**config.mk**
```make
export PLATFORM = sky130hd
export DESIGN_NAME = pnps_top
export DESIGN_NICKNAME = d
export VERILOG_FILES = /design/src/design/pnps_latch.v /design/src/design/pnps_toggle.v /design/src/design/pnps_top.v
export VERILOG_INCLUDE_DIRS = /design/src /design/src/design
export SDC_FILE = /design/constraint.sdc
export NUM_CORES = 1
export LEC_CHECK = 0
export BUFFER_PORTS_ARGS = -buffer_cell sky130_fd_sc_hd__buf_2
export CORE_MARGIN = 2
export CORE_UTILIZATION = 35
export CTS_BUF_LIST = sky130_fd_sc_hd__clkbuf_8 sky130_fd_sc_hd__clkbuf_16
export CTS_CLUSTER_DIAMETER = 80
export DETAILED_ROUTE_END_ITERATION = 10
export PLACE_DENSITY = 0.66
export SLEW_MARGIN = 10
export SYNTH_ARGS = -nofsm -noshare
export SYNTH_HDL_FRONTEND = slang
export SYNTH_SLANG_ARGS = --single-unit
```
**constraint.sdc**
```tcl
create_clock -name hclk -period 1.96 [get_ports hclk]
set_clock_uncertainty 0.1 [all_clocks]
set_input_delay 0.196 -clock hclk [delete_from_list [all_inputs] [get_ports hclk]]
set_output_delay 0.196 -clock hclk [all_outputs]
set_load 0.02 [all_outputs]
```
**src/design/pnps_regs.vh**
```
// register offsets, field positions, reset values for next-page and status registers
`ifndef PNPS_REGS_VH
`define PNPS_REGS_VH
// register indexes (byte address is four times the index)
`define PNPS_IDX_NP_TX      8'h07
`define PNPS_IDX_DEV_STAT   8'h1C
`define PNPS_IDX_IRQ_STAT   8'h20
`define PNPS_IDX_IRQ_MASK   8'h21
`define PNPS_IDX_CTRL       8'h22
`define PNPS_IDX_LINK_CW    8'h23
// next-page transmit fields
`define PNPS_NP_NEXT        15
`define PNPS_NP_ACK         14
`define PNPS_NP_MSG         13
`define PNPS_NP_COMPLY      12
`define PNPS_NP_TOGGLE      11
`define PNPS_NP_CODE_MSB    10
`define PNPS_NP_RESET       16'h0000
`define PNPS_NP_WMASK       16'hB7FF
// device status fields
`define PNPS_ST_MISSING_SFD 8
`define PNPS_ST_CODE_VIOL   7
`define PNPS_ST_POL_FIXED   6
`define PNPS_ST_CABLE_DROP  5
`define PNPS_ST_UNLOCK      4
`define PNPS_ST_FALSE_CARR  3
`define PNPS_ST_JAM         2
`define PNPS_ST_FAST_LINK   1
`define PNPS_ST_SLOW_LINK   0
`define PNPS_ST_RESET       16'h0000
// control fields
`define PNPS_CTRL_POL_EN    0
`define PNPS_CTRL_RESET     8'h00
// base code word toggle position
`define PNPS_BASE_TOGGLE    11
// rxd error code for a manchester violation
`define PNPS_RXD_CODE_VIOL  4'h2
`endif

```
**src/design/pnps_latch.v**
```verilog
// latch-high flag bank: set wins over clear
`timescale 1ns/1ps
`default_nettype none
module pnps_latch #(
  parameter WIDTH = 6
) (
  input  wire             hclk,
  input  wire             hresetn,
  input  wire [WIDTH-1:0] set_in,
  input  wire [WIDTH-1:0] clear_in,
  output reg  [WIDTH-1:0] flags
);
  genvar i;
  generate
    for (i = 0; i < WIDTH; i = i + 1)
    begin : g_bit
      // each flag sticks until cleared; a concurrent set keeps it high
      always @(posedge hclk or negedge hresetn)
      begin
        if (!hresetn)
          flags[i] <= 1'b0;
        else if (set_in[i])
          flags[i] <= 1'b1;
        else if (clear_in[i])
          flags[i] <= 1'b0;
      end
    end
  endgenerate
endmodule
`default_nettype wire

```
**src/design/pnps_toggle.v**
```verilog
// toggle bit tracker for next-page exchange
`timescale 1ns/1ps
`default_nettype none
module pnps_toggle (
  input  wire hclk,
  input  wire hresetn,
  input  wire base_exchanged,
  input  wire base_toggle,
  input  wire page_exchanged,
  output reg  toggle
);
  // first page takes inverse of base bit, then flips per exchanged page
  always @(posedge hclk or negedge hresetn)
  begin
    if (!hresetn)
      toggle <= 1'b0;
    else if (base_exchanged)
      toggle <= ~base_toggle;
    else if (page_exchanged)
      toggle <= ~toggle;
  end
endmodule
`default_nettype wire

```
**src/design/pnps_top.v**
```verilog
// next-page transmit and device status registers behind an ahb-lite slave
// How it works
// - bit 15 next-page: software writes 0 for last page, 1 for more
// - bit 14 read-only, shows acknowledge from the exchanged link code word
// - bit 13 writable: 0 unformatted page, 1 formatted message page
// - bit 12 writable: 0 cannot comply, 1 will comply
// - bit 11 read-only, complement of previous exchanged toggle bit
// - first next page toggle is inverse of base word bit 11
// - bits 10..0 writable eleven-bit code field sent in next page
// - status bit 8 sets on frame missing start delimiter, 10 Mbit/s only
// - bits 8 and 7 latch high, clear on status read or reset
// - bit 7 sets on manchester violation, 10 Mbit/s only, error code goes on rxd
// - bit 6 reports corrected reversed polarity when enabled, 10 Mbit/s only, else 0
// - bit 5 latches disconnect until read, 100 Mbit/s only
// - bit 4 latches scrambler lock loss until read, 100 Mbit/s only
// - bit 3 latches false carrier until read, 100 Mbit/s only
// - bit 2 latches forced jam until read, 100 Mbit/s only
// - bit 1 reads 1 while fast link is up
// - bit 0 reads 1 while slow link is up
`timescale 1ns/1ps
`default_nettype none
`include "pnps_regs.vh"
module pnps_top (
  input  wire        hclk,
  input  wire        hresetn,
  input  wire        hsel,
  input  wire [31:0] haddr,
  input  wire [1:0]  htrans,
  input  wire        hwrite,
  input  wire [2:0]  hsize,
  input  wire [31:0] hwdata,
  input  wire        hready,
  output wire        hreadyout,
  output wire        hresp,
  output reg  [31:0] hrdata,
  input  wire        speed_100,
  input  wire        missing_sfd_evt,
  input  wire        code_viol_evt,
  input  wire        polarity_reversed,
  input  wire        cable_drop_evt,
  input  wire        scrambler_unlock_evt,
  input  wire        false_carrier_evt,
  input  wire        jam_forced_evt,
  input  wire        fast_link_up,
  input  wire        slow_link_up,
  input  wire        base_exchanged,
  input  wire        base_toggle,
  input  wire        page_exchanged,
  input  wire        partner_ack,
  output wire [15:0] tx_page,
  output wire        polarity_correct_enable,
  output reg  [3:0]  rxd_error_code,
  output reg         rxd_error_valid,
  output wire        irq
);
  // data phase state
  reg         dp_active;
  reg         dp_write;
  reg  [7:0]  dp_index;
  // register storage
  reg  [15:0] np_store;
  reg         ack_seen;
  reg  [8:0]  irq_stat;
  reg  [8:0]  irq_mask;
  reg  [7:0]  ctrl;
  wire        toggle;
  wire [5:0]  latch_flags;
  wire [5:0]  latch_set;
  wire [5:0]  latch_clear;
  wire [8:0]  evt_vec;
  wire [15:0] np_read;
  wire [15:0] status_read;
  wire        rd_status;
  reg  [31:0] next_hrdata;

  // word index of a byte address
  function [7:0] word_index;
    input [31:0] addr;
    begin
      word_index = addr[9:2];
    end
  endfunction

  // decide whether an index is mapped
  function is_mapped;
    input [7:0] idx;
    begin
      if (idx == `PNPS_IDX_NP_TX)
        is_mapped = 1'b1;
      else if (idx == `PNPS_IDX_DEV_STAT)
        is_mapped = 1'b1;
      else if (idx == `PNPS_IDX_IRQ_STAT)
        is_mapped = 1'b1;
      else if (idx == `PNPS_IDX_IRQ_MASK)
        is_mapped = 1'b1;
      else if (idx == `PNPS_IDX_CTRL)
        is_mapped = 1'b1;
      else
        is_mapped = 1'b0;
    end
  endfunction

  // zero-wait slave, always okay
  assign hreadyout = 1'b1;
  assign hresp     = 1'b0;

  // capture address phase
  always @(posedge hclk or negedge hresetn)
  begin
    if (!hresetn)
    begin
      dp_active <= 1'b0;
      dp_write  <= 1'b0;
      dp_index  <= 8'h00;
    end
    else if (hready)
    begin
      dp_active <= hsel & htrans[1];
      dp_write  <= hwrite;
      dp_index  <= word_index(haddr);
    end
  end

  // status read happens in the address phase so the data is taken before clearing
  assign rd_status = hready & hsel & htrans[1] & ~hwrite &
                     (word_index(haddr) == `PNPS_IDX_DEV_STAT);

  // next-page register: writable fields only
  always @(posedge hclk or negedge hresetn)
  begin
    if (!hresetn)
      np_store <= `PNPS_NP_RESET;
    else if (dp_active & dp_write & (dp_index == `PNPS_IDX_NP_TX))
      np_store <= hwdata[15:0] & `PNPS_NP_WMASK;
  end

  // acknowledge of the last exchanged code word
  always @(posedge hclk or negedge hresetn)
  begin
    if (!hresetn)
      ack_seen <= 1'b0;
    else if (page_exchanged | base_exchanged)
      ack_seen <= partner_ack;
  end

  pnps_toggle u_toggle (
    .hclk           (hclk),
    .hresetn        (hresetn),
    .base_exchanged (base_exchanged),
    .base_toggle    (base_toggle),
    .page_exchanged (page_exchanged),
    .toggle         (toggle)
  );

  assign np_read = {np_store[`PNPS_NP_NEXT], ack_seen, np_store[`PNPS_NP_MSG],
                    np_store[`PNPS_NP_COMPLY], toggle, np_store[`PNPS_NP_CODE_MSB:0]};
  assign tx_page = np_read;

  // latch events qualified by speed mode; bit order: sfd, code, drop, unlock, carrier, jam
  assign latch_set = {missing_sfd_evt & ~speed_100,
                      code_viol_evt & ~speed_100,
                      cable_drop_evt & speed_100,
                      scrambler_unlock_evt & speed_100,
                      false_carrier_evt & speed_100,
                      jam_forced_evt & speed_100};
  assign latch_clear = {6{rd_status}};

  // an event still present during the clearing read keeps its flag set
  pnps_latch #(
    .WIDTH (6)
  ) u_latch (
    .hclk     (hclk),
    .hresetn  (hresetn),
    .set_in   (latch_set),
    .clear_in (latch_clear),
    .flags    (latch_flags)
  );

  assign polarity_correct_enable = ctrl[`PNPS_CTRL_POL_EN];

  // assemble status word; unused upper bits read zero
  assign status_read = {7'h00,
                        latch_flags[5], latch_flags[4],
                        polarity_reversed & polarity_correct_enable & ~speed_100,
                        latch_flags[3], latch_flags[2], latch_flags[1], latch_flags[0],
                        fast_link_up,
                        slow_link_up};

  // manchester violation puts its error code on the receive data lines
  always @(posedge hclk or negedge hresetn)
  begin
    if (!hresetn)
    begin
      rxd_error_code  <= 4'h0;
      rxd_error_valid <= 1'b0;
    end
    else
    begin
      rxd_error_valid <= code_viol_evt & ~speed_100;
      rxd_error_code  <= (code_viol_evt & ~speed_100) ? `PNPS_RXD_CODE_VIOL : 4'h0;
    end
  end

  // interrupt events mirror status layout bits 8..0, levels of speed-qualified events
  assign evt_vec = {latch_set[5], latch_set[4], 1'b0, latch_set[3], latch_set[2],
                    latch_set[1], latch_set[0], 1'b0, 1'b0};

  // sticky interrupt status, write one to clear, set wins
  always @(posedge hclk or negedge hresetn)
  begin
    if (!hresetn)
      irq_stat <= 9'h000;
    else if (dp_active & dp_write & (dp_index == `PNPS_IDX_IRQ_STAT))
      irq_stat <= (irq_stat & ~hwdata[8:0]) | evt_vec;
    else
      irq_stat <= irq_stat | evt_vec;
  end

  // mask and control writes
  always @(posedge hclk or negedge hresetn)
  begin
    if (!hresetn)
    begin
      irq_mask <= 9'h000;
      ctrl     <= `PNPS_CTRL_RESET;
    end
    else if (dp_active & dp_write)
    begin
      if (dp_index == `PNPS_IDX_IRQ_MASK)
        irq_mask <= hwdata[8:0];
      else if (dp_index == `PNPS_IDX_CTRL)
        ctrl <= hwdata[7:0];
    end
  end

  assign irq = |(irq_stat & irq_mask);

  // read mux in address phase, registered for data phase
  always @*
  begin
    next_hrdata = 32'h0000_0000;
    if (hready & hsel & htrans[1] & ~hwrite & is_mapped(word_index(haddr)))
    begin
      if (word_index(haddr) == `PNPS_IDX_NP_TX)
        next_hrdata = {16'h0000, np_read};
      else if (word_index(haddr) == `PNPS_IDX_DEV_STAT)
        next_hrdata = {16'h0000, status_read};
      else if (word_index(haddr) == `PNPS_IDX_IRQ_STAT)
        next_hrdata = {23'h000000, irq_stat};
      else if (word_index(haddr) == `PNPS_IDX_IRQ_MASK)
        next_hrdata = {23'h000000, irq_mask};
      else
        next_hrdata = {24'h000000, ctrl};
    end
  end

  always @(posedge hclk or negedge hresetn)
  begin
    if (!hresetn)
      hrdata <= 32'h0000_0000;
    else if (hready)
      hrdata <= next_hrdata;
  end
endmodule
`default_nettype wire

```
## After elaboration in Yosys (flattened, before gate mapping)

Cells that the tools add are included.

| storage, ports and cells | value |
|---|---|
| register bits | 93 |
| input bits | 88 |
| output and inout bits | 57 |
| logic and storage cells | 86 |

| cells by class | value |
|---|---|
| eq/ne operators | 9 |
| multiplexer cells | 21 |
| bitwise operators | 28 |
| reduce and logical (&&, ||, !) cells | 10 |

Operators with widths:

| kind | count |
|---|---|
| $eq A8 B6 Y1 const B | 6 |
| $mux W9 | 4 |
| $mux W16 | 2 |
| $and A9 B9 Y9 | 2 |
| $or A9 B9 Y9 | 2 |
| $and A1 B1 Y1 | 17 |
| $eq A8 B3 Y1 const B | 2 |
| $mux W1 | 14 |
| $reduce_bool A2 Y1 | 7 |
| $not A9 Y9 | 1 |
| $reduce_or A9 Y1 | 1 |
| $eq A8 B5 Y1 const B | 1 |
| $not A1 Y1 | 5 |
| $reduce_and A3 Y1 | 1 |
| $mux W2 | 1 |
| $reduce_and A2 Y1 | 1 |
| $or A1 B1 Y1 | 1 |

## Longest topological paths before layout

Gate-level depths: netlist of the first run.

| depth | value |
|---|---|
| word-level depth | 8 |
| mapped depth | 6 |
| depth with buffers taken out | 4 |

## Modules after synthesis

Synthesis of the first run repeated with hierarchy kept, for this count alone.

| second synthesis, totals | value |
|---|---|
| cell total of the unflattened synthesis | 293 |
| area total of the unflattened synthesis | 3,648.5 um^2 |

Modules (own cells, without submodules):

| module | instances | cells each | area an instance (um^2) | sequential area each (um^2) |
|---|---|---|---|---|
| pnps_top | 1 | 272 | 3,387.0 | 1,701.6 |
| pnps_latch | 1 | 18 | 217.7 | 150.1 |
| pnps_toggle | 1 | 3 | 43.8 | 25.0 |

## Worst setup path before layout of the first run

OpenSTA, ideal clock, no wires.

| timing | value |
|---|---|
| kind | reg2reg |
| start | reg dp_index[3] |
| end | reg ctrl[0] |
| library setup time | 0.125 ns |
| arrival time | 1.620 ns |
| required time | 1.735 ns |
| setup slack | 0.115 ns |
| cell stages (with the launch flop) | 6 |
| buffers on the path | 1 |
| clock period less this slack | 1.845 ns |
| path through | dfrtp_1 -> nor4_4 -> nand4_2 -> or3b_1 -> buf_6 -> mux2_4 |

| on the way | value |
|---|---|
| longest elaborated chain between the ends | 3 |
| elaborated cells between the ends (all ways) | 4 |
| classes of those cells | eq/ne (2); bitwise (1); reduce/logical (1) |

Ends and longest elaborated chain:

| what | RTL line | text |
|---|---|---|
| start: declaration | pnps_top.v:59 | `reg [7:0] dp_index;` |
| start signal: assignment | pnps_top.v:120 | `dp_index <= word_index(haddr);` |
| $eq A8 B6 Y1 (no source line) | -- |  |
| $not A1 Y1 (no source line) | -- |  |
| $reduce_and A3 Y1 (no source line) * | -- |  |
| end signal: assignment | pnps_top.v:225 | `` ctrl <= `PNPS_CTRL_RESET; `` |
| end signal: assignment | pnps_top.v:232 | `ctrl <= hwdata[7:0];` |
| end: declaration | pnps_top.v:65 | `reg [7:0] ctrl;` |

Mark *: on every way between the ends. The rest lies on a longest branch, timed or not.
A chain may end at the register's enable or synchronous reset.

## Worst setup path in the final report of the first run

| timing | value |
|---|---|
| start | reg dp_index[6] |
| end | reg ctrl[3] |

The elaborated chain is that of the path after synthesis.

==> impl_metrics.csv, run 1 <==
group,metric,value,unit
run_status,status,"completed",
job,cap_violations,0,
floorplan,initial_utilization,36.09,%
timing,finalSetupViolCount,0,
detailed_routing,drc,0,
clock_tree,clk_pin_slew_worst_paths,80,ps
setup_path,path_class,"reg -> reg",
final_layout,final_common_cell,"buf_2",
final_layout,fill_cells,923,
yosys,synth_warnings,0,
detailed_routing,ant_nets,0,
global_route,grtUsageTotal,16.78,%
clock_tree,clockBufferDepth,2,
timing,slew_headroom,55.91,%
setup_path,critPathMaxFanout,8,
clock_tree,htree_levels,3,
final_layout,drive_above_1_share,39.15,%
final_layout,n_antenna_cell,0,
timing,clock.fmax,0.5110,GHz
detailed_routing,wire_per_inst,16.37,um
min_path,hp-class,"in -> reg",
yosys,syn_area_per_cell,12.43,um2
power,ir_drop,400.8,uV
floorplan,ios,145,
clock_tree,clock_latency,350,ps
setup_path,setup.worst_path.start_class,"register",
timing,tns,0,ps
timing,tightest_slew,660.6,ps
yosys,synth_edf_count,0,
global_route,antenna_found_initial,0,
final_layout,area_delta_synth_final,28.50,%
final_layout,fin_util,46.37,%
setup_path,worstSetupEndpointType,"register",
timing,fin_crit,1957,ps
setup_path,worst_ep_arrival_time,2090,ps
detailed_routing,drt_iter0_drc,132,
detailed_routing,vias,2668,
power,finalPower,3.505,mW
global_route,grt_max_degree,45,
power,p_leak,2.212,nW
yosys,synth_ff_type,"dfrtp_1",
floorplan,num_rows,36,
timing,hold_viol,0,
yosys,synthesis.area,0.003543,mm2
clock_tree,cts_num_sinks,75,
timing,finalCritPeriodShare,99.84,%
timing,slew_violations,0,
global_route,grt_pass1_wl,14.17,mm
yosys,synth_cells,285,
place,port_buffers,77,
timing,rsz0062_at_grt,"yes",
yosys,synthArstFlopShare,100.0,%
clock_tree,cts_root_buffer,"clkbuf_8",
floorplan,coreArea,0.009819,mm2
place,dp_hpwl,6.170,mm
yosys,synth_cell_type_count,44,
global_route,grt_pass1_vias,2727,
detailed_routing,drt_wl_total,8.744,mm
place,pre_cts_ws,-37.76,ps
final_layout,fin_nets,484,
floorplan,die_y,104.6,um
yosys,yosysSeqAreaShare,52.97,%
floorplan,fp.dieW,104.6,um
power,cellPowerDensity,769.8,mW/mm2
yosys,ys_ff_latch,75,
final_layout,layout_common_cells,"buf_2 (76), dfrtp_1 (75), mux2_2 (34), dlygate4sd3_1 (23)",
clock_tree,cts_tree,"built",
global_route,grt_overflow,0,
timing,layout_setup_ws,3.081,ps
clock_tree,cts_buffers,9,
detailed_routing,vias_per_cell,4.996,
place,gp_congestion,0.7831,
setup_path,r2r_slack,3,ps
setup_path,cp.required,2090,ps
floorplan,die_area,0.01095,mm2
detailed_routing,dr.pass1.iters,4,
## metal layers
layer / routed length (um) / track usage (%) / vias up
li1: - / - / 1234
met1: 3782 / 21.94 / 1328
met2: 4299 / 27.50 / 97
met3: 589 / 5.178 / 9
met4: 73 / 3.714 / 0
met5: 0 / 0 / -
## cells in the mapped netlist, types with 2 or more instances
library cell,instances,area (um2)
dfrtp_1,75,1877
mux2_2,34,382.9
buf_4,24,180.2
nand2_1,21,78.83
a22o_1,10,87.58
a21oi_1,8,40.04
mux2_4,8,120.1
mux2i_1,8,80.08
a21o_1,7,52.55
nor2_1,7,26.28
o22ai_1,7,43.79
a22oi_1,6,45.04
nand3_1,6,30.03
a2bb2oi_1,5,43.79
a31oi_1,5,31.28
a32o_1,5,50.05
buf_2,5,25.02
nor2b_1,5,31.28
o21ai_0,4,20.02
a21boi_0,3,22.52
clkbuf_1,3,11.26
inv_1,3,11.26
and3_1,2,12.51
and4b_1,2,20.02
conb_1,2,7.510
nand4bb_1,2,22.52
## cell families (layout without fill, tap and decap cells)
group | Yosys count | count (layout) | share of synthesized area [%]
AOI/OAI and AO/OA | 64 | 64 | 13.28
DFF | 75 | 75 | 52.97
buffers and inverters | 37 | 134 | 6.850
and+or+nand+nor | 56 | 56 | 9.993
other | 2 | 21 | 0.2119
muxes | 50 | 50 | 16.46
xor gates and xnor gates | 1 | 1 | 0.2472
## flip-flops by register name (all words and copies together), names as in the netlist
signal,cells
ack_seen,1
rxd_error_code,1
ctrl,8
irq_stat,9
irq_mask,9
hrdata,16
np_store,14
dp_write,1
u_toggle.toggle,1
dp_active,1
dp_index,8
u_latch.flags,6
## final timing paths
kind	start	to	depth (start not counted)
max	dp_index[6]$_DFFE_PN0P_	ctrl[3]$_DFFE_PN0P_	5
min	hsel	dp_active$_DFFE_PN0P_	3
max in group asynchronous	hresetn	ctrl[3]$_DFFE_PN0P_	3
min reg2reg	hrdata[1]$_DFFE_PN0P_	hrdata[1]$_DFFE_PN0P_	1
max reg2reg	dp_index[6]$_DFFE_PN0P_	ctrl[3]$_DFFE_PN0P_	5
min in group asynchronous	hresetn	np_store[15]$_DFFE_PN0P_	2
## power by group
part           switching [mW]  internal [mW]
combinational           0.222          0.180
clock                   0.574          0.882
sequential             0.0463           1.60
## through the flow
stage / hold WS (ps) / instances / area (um2)
after floorplan: -199.6 / 304 / 3615
after global placement: 65.81 / 494 / 4055
after detailed placement: 68.73 / 494 / 4055
after CTS: 1.481 / 534 / 4547
after global routing: 10.80 / 534 / 4553
final: 2.093 / 534 / 4553
## area by class of cell
cell class	instances	area, um2	share of cell area, %
clock inverter	6	112.6	2.473
clock buffer	10	137.6	3.023
multi-input combinational	192	1501	32.98
inverter	3	11.26	0.2473
sequential	75	1877	41.22
tap	133	166.4	3.655
timing repair buffer	115	747.0	16.41
## worst max-delay path, cell delays in order, from the launching register on
cell and delay, ps:
dfrtp_1 410, nor4_4 320, nand4_2 150, or3b_1 390, buf_6 170, mux2_4 300
## timing repair
item / CTS / global route
hold buffers: 23 / 0
hold endpoints to repair: 53 / 0
setup endpoints to repair: 15 / 18
setup buffers: 1 / 0
gates resized for setup: 1 / 1
pin swaps: 2 / 0
(Power assumes the default switching activity.)
==> run 2: changes to the inputs <==
==> constraint.sdc (replaced) <==
create_clock -name hclk -period 1.96 [get_ports hclk]
set_clock_uncertainty 0.1 [all_clocks]
set_input_delay 0.294 -clock hclk [delete_from_list [all_inputs] [get_ports hclk]]
set_output_delay 0.294 -clock hclk [all_outputs]
set_load 0.02 [all_outputs]
==> impl_metrics.csv, run 2 (same netlist as run 1, synthesis figures left out) <==
group,metric,value,unit
run_status,status,"finished with violations",
run_status,violations,"setup timing",
place,gp_congestion,0.8070,
setup_path,critPathMaxFanout,8,
floorplan,coreArea,0.009819,mm2
timing,finalCritPeriodShare,101.2,%
place,dp_hpwl,6.366,mm
clock_tree,htree_levels,3,
place,placed_area,0.004070,mm2
detailed_routing,ant_nets,0,
setup_path,r2r_cells,5,
final_layout,layout_common_cells,"buf_2 (76), dfrtp_1 (75), mux2_2 (34), nand2_1 (21), conb_1 (21)",
global_route,grtUsageTotal,16.17,%
setup_path,cp.required,2090,ps
final_layout,n_antenna_cell,0,
min_path,hp-class,"in -> reg",
final_layout,regMostFlops,"hrdata",
floorplan,num_rows,36,
timing,hold_viol,0,
global_route,grt_pass1_wl,13.77,mm
detailed_routing,drc,0,
detailed_routing,vias,2613,
detailed_routing,drt_iter0_drc,177,
floorplan,die_area,0.01095,mm2
timing,finalSetupViolCount,8,
place,port_buffers,77,
clock_tree,clockBufferDepth,2,
final_layout,fill_cells,950,
final_layout,design_area,0.004354,mm2
power,p_leak,2.128,nW
timing,rsz0062_at_grt,"yes",
detailed_routing,drt_wl_total,8.621,mm
floorplan,ios,145,
final_layout,seq_area,0.001877,mm2
floorplan,fp.dieW,104.6,um
clock_tree,cts_buffers,9,
clock_tree,cts_num_sinks,75,
clock_tree,cts_tree,"built",
global_route,grt_pass1_vias,2635,
final_layout,final_common_cell,"buf_2",
setup_path,worst_ep_arrival_time,2110,ps
power,ir_drop,455.7,uV
final_layout,largest_reg_flops,16,
detailed_routing,dr.pass1.iters,5,
timing,fin_crit,1984,ps
setup_path,worstSetupEndpointType,"register",
place,pre_cts_ws,-18.36,ps
global_route,grt_max_degree,39,
final_layout,largest_registers,"hrdata (16), np_store (14)",
clock_tree,clock_latency,340,ps
final_layout,area_delta_synth_final,22.88,%
global_route,antenna_found_initial,0,
timing,layout_setup_ws,-23.77,ps
detailed_routing,vias_per_cell,5.074,
clock_tree,cts_root_buffer,"clkbuf_8",
power,cellPowerDensity,788.4,mW/mm2
timing,slew_violations,0,
final_layout,fin_nets,465,
detailed_routing,wire_per_inst,16.74,um
timing,clock.fmax,0.5041,GHz
final_layout,multiInputGateArea,0.001506,mm2
setup_path,path_class,"reg -> reg",
power,finalPower,3.433,mW
floorplan,die_y,104.6,um
job,cap_violations,0,
final_layout,drive_above_1_share,42.15,%
global_route,grt_overflow,0,
clock_tree,clk_pin_slew_worst_paths,80,ps
min_path,min_path_cells,2,
floorplan,initial_utilization,36.09,%
setup_path,setup.worst_path.start_class,"register",
## run 2: stage by stage
stage               util [%]  std cells  hold slack [ps]  setup TNS (ps)
global placement       41.45        496            23.74               0
global route           44.34        515            7.285          -706.3
detailed placement     41.45        496            24.90          -107.9
CTS                    44.25        515            5.131          -6.690
floorplan                  -        304           -101.6               0
finish                 44.34        515            16.78          -87.39
## run 2: what timing repair did
item,4_1_cts,5_1_grt
hold endpoints to repair,75,0
hold buffers,1,0
setup buffers,2,0
resized for setup,2,2
endpoints found under the setup margin,9,18
pin swaps,2,2
## run 2: layout make-up
class                           count  area share (%)
Multi-Input combinational cell    192           34.60
Clock inverter                      7           2.672
Inverter                            3          0.2586
Tap cell                          133           3.822
Timing Repair Buffer               96           12.70
Clock buffer                        9           2.845
Sequential cell                    75           43.10
## run 2: final timing paths
| check | start | endpoint | slack [ps] |
|---|---|---|---|
| max reg2reg | dp_index[6]$_DFFE_PN0P_ | ctrl[3]$_DFFE_PN0P_ | -20 |
| min in group asynchronous | hresetn | hrdata[1]$_DFFE_PN0P_ | 210 |
| max | dp_index[6]$_DFFE_PN0P_ | ctrl[3]$_DFFE_PN0P_ | -20 |
| min reg2reg | hrdata[1]$_DFFE_PN0P_ | hrdata[1]$_DFFE_PN0P_ | 380 |
| min | base_toggle | u_toggle.toggle$_DFFE_PN0P_ | 20 |
| max in group asynchronous | hresetn | irq_mask[3]$_DFFE_PN0P_ | 940 |
## run 2: report_power, final
group | switching (mW) | total [mW] | internal (mW)
clock | 0.576 | 1.42 | 0.843
combinational | 0.214 | 0.366 | 0.152
sequential | 0.0466 | 1.65 | 1.60
total | 0.837 | 3.43 | 2.60
## run 2: layer usage
metal	part of all wire, %	GRT usage (%)	wire length, um
met4	1.4	5.143	119
met5	0	0	0
met1	44	20.88	3810
met3	6.3	3.681	540
met2	48	26.98	4152
## run 2: critical path, stage by stage (launching register included)
cell	delay, ps
dfrtp_1	410
nor4_4	320
nand4_2	160
or3b_1	400
buf_6	170
mux2_4	300
==> run 3: changes to the inputs <==
Settings changed: PLACE_DENSITY 0.66 to 0.63.
Clock period 1.96 ns to 2.5 ns, I/O delays scaled along.
==> impl_metrics.csv, run 3 (same netlist as run 1, synthesis figures left out) <==
group,metric,value,unit
run_status,status,"completed",
detailed_routing,ant_nets,0,
floorplan,coreArea,0.009819,mm2
final_layout,largest_registers,"hrdata (16), np_store (14)",
job,cap_violations,0,
floorplan,die_y,104.6,um
timing,finalSetupViolCount,0,
setup_path,worstSetupEndpointType,"register",
floorplan,fp.dieW,104.6,um
clock_tree,clockBufferDepth,2,
floorplan,num_rows,36,
setup_path,critPathMaxFanout,8,
setup_path,cp.required,2630,ps
detailed_routing,vias,2520,
final_layout,area_delta_synth_final,19.56,%
place,dp_hpwl,6.114,mm
min_path,hp-class,"in -> reg",
final_layout,layout_common_cells,"buf_2 (76), dfrtp_1 (75), mux2_2 (34), nand2_1 (21), conb_1 (21)",
detailed_routing,drt_wl_total,8.452,mm
place,dp.cells,491,
setup_path,setup.worst_path.start_class,"register",
setup_path,crit-reg2reg-launch,"dp_index[3]$_DFFE_PN0P_",
place,port_buffers,77,
place,gp_congestion,0.8176,
timing,finalCritPeriodShare,86.98,%
final_layout,multiInputGateArea,0.001495,mm2
floorplan,die_area,0.01095,mm2
timing,fin_crit,2174,ps
power,p_leak,2.077,nW
timing,layout_setup_ws,325.6,ps
clock_tree,htree_levels,3,
min_path,min_path_cells,2,
clock_tree,clk_pin_slew_worst_paths,70,ps
final_layout,fill_cells,980,
final_layout,regMostFlops,"hrdata",
clock_tree,clock_latency,350,ps
global_route,grt_pass1_vias,2485,
clock_tree,cts_root_buffer,"clkbuf_8",
detailed_routing,drc,0,
floorplan,ios,145,
setup_path,r2r_cells,4,
setup_path,path_class,"reg -> reg",
detailed_routing,wire_per_inst,16.64,um
detailed_routing,vias_per_cell,4.961,
min_path,min_from,"base_toggle",
timing,rsz0062_at_grt,"no",
floorplan,initial_utilization,36.09,%
setup_path,r2r-end,"ctrl[7]$_DFFE_PN0P_",
setup_path,worst_ep_arrival_time,2310,ps
global_route,grt_max_degree,44,
global_route,grtUsageTotal,15.81,%
clock_tree,cts_num_sinks,75,
timing,slew_headroom,58.52,%
detailed_routing,drt_iter0_drc,118,
power,cellPowerDensity,589.1,mW/mm2
clock_tree,cts_buffers,9,
global_route,antenna_found_initial,0,
power,ir_drop,217.3,uV
final_layout,fin_cells,508,
final_layout,largest_reg_flops,16,
timing,clock.fmax,0.4599,GHz
timing,slew_violations,0,
clock_tree,cts_tree,"built",
detailed_routing,dr.pass1.iters,4,
final_layout,n_antenna_cell,0,
timing,hold_viol,0,
place,pre_cts_ws,324.8,ps
final_layout,final_common_cell,"buf_2",
min_path,whs_endpoint,"u_toggle.toggle$_DFFE_PN0P_",
final_layout,seq_area,0.001877,mm2
global_route,grt_pass1_wl,13.43,mm
timing,tightest_slew,621.5,ps
global_route,grt_overflow,0,
timing,tns,0,ps
setup_path,r2r_slack,330,ps
final_layout,fin_nets,458,
final_layout,drive_above_1_share,40.00,%
run 3: cell count changes in the layout (fill, tap and decap cells not counted), sizes merged:
cell	change
buf	-7
inv	+3
bufinv	-2
clkinv	-2
clkinvlp	+1
run 3: cell type report:
type	instances	share of cell area [%]
Sequential cell	75	44.30
Multi-Input combinational cell	192	35.29
Timing Repair Buffer	89	11.64
Tap cell	133	3.928
Clock buffer	9	2.924
Clock inverter	7	1.654
Inverter	3	0.2658
run 3: timing repair:
action                    in CTS  in global routing
hold endpoints to repair      42                  0
buffers inserted               0                  0
resized for setup              0                  0
hold buffers                   1                  0
run 3: how the worst max path moves through the flow:
stage                                  from                    end  slack, ps  cells after the start
floorplan           dp_index[3]$_DFFE_PN0P_    ctrl[0]$_DFFE_PN0P_        660                      5
global placement                   haddr[3]  hrdata[6]$_DFFE_PN0P_        320                      6
detailed placement                 haddr[3]  hrdata[7]$_DFFE_PN0P_        320                      6
CTS                 dp_index[3]$_DFFE_PN0P_    ctrl[3]$_DFFE_PN0P_        330                      4
global route        dp_index[3]$_DFFE_PN0P_    ctrl[3]$_DFFE_PN0P_        240                      4
finish              dp_index[3]$_DFFE_PN0P_    ctrl[7]$_DFFE_PN0P_        330                      4
run 3: routing by layer:
layer	wire length (um)	track usage (%)	vias to the layer above
li1	-	-	1184
met1	3966	21.71	1239
met2	3939	24.70	86
met3	448	2.870	11
met4	98	6.476	0
met5	0	0	-
run 3: metrics by stage:
stage | hold WS, ps | util [%] | power [mW] | instance area, um2
2_1_floorplan | -20.59 | - | 1.499 | 3615
3_3_place_gp | 302.2 | 41.07 | 1.590 | 4033
3_5_place_dp | 308.3 | 41.07 | 1.595 | 4033
4_1_cts | 84.16 | 43.14 | 2.519 | 4237
5_1_grt | 92.57 | 43.14 | 2.601 | 4237
6_report | 97.28 | 43.14 | 2.496 | 4237
run 3: critical path, cell delays in order, from the launching register on:
cell and delay [ps]:
dfrtp_1 410, nor4_4 330, nand4_2 170, or3b_1 650, mux2_4 390
run 3: power by group:
part           internal (mW)  total [mW]  switching [mW]
logic                  0.113       0.280           0.167
registers               1.26        1.29          0.0360
clock network          0.459       0.925           0.466
total                   1.83        2.50           0.669
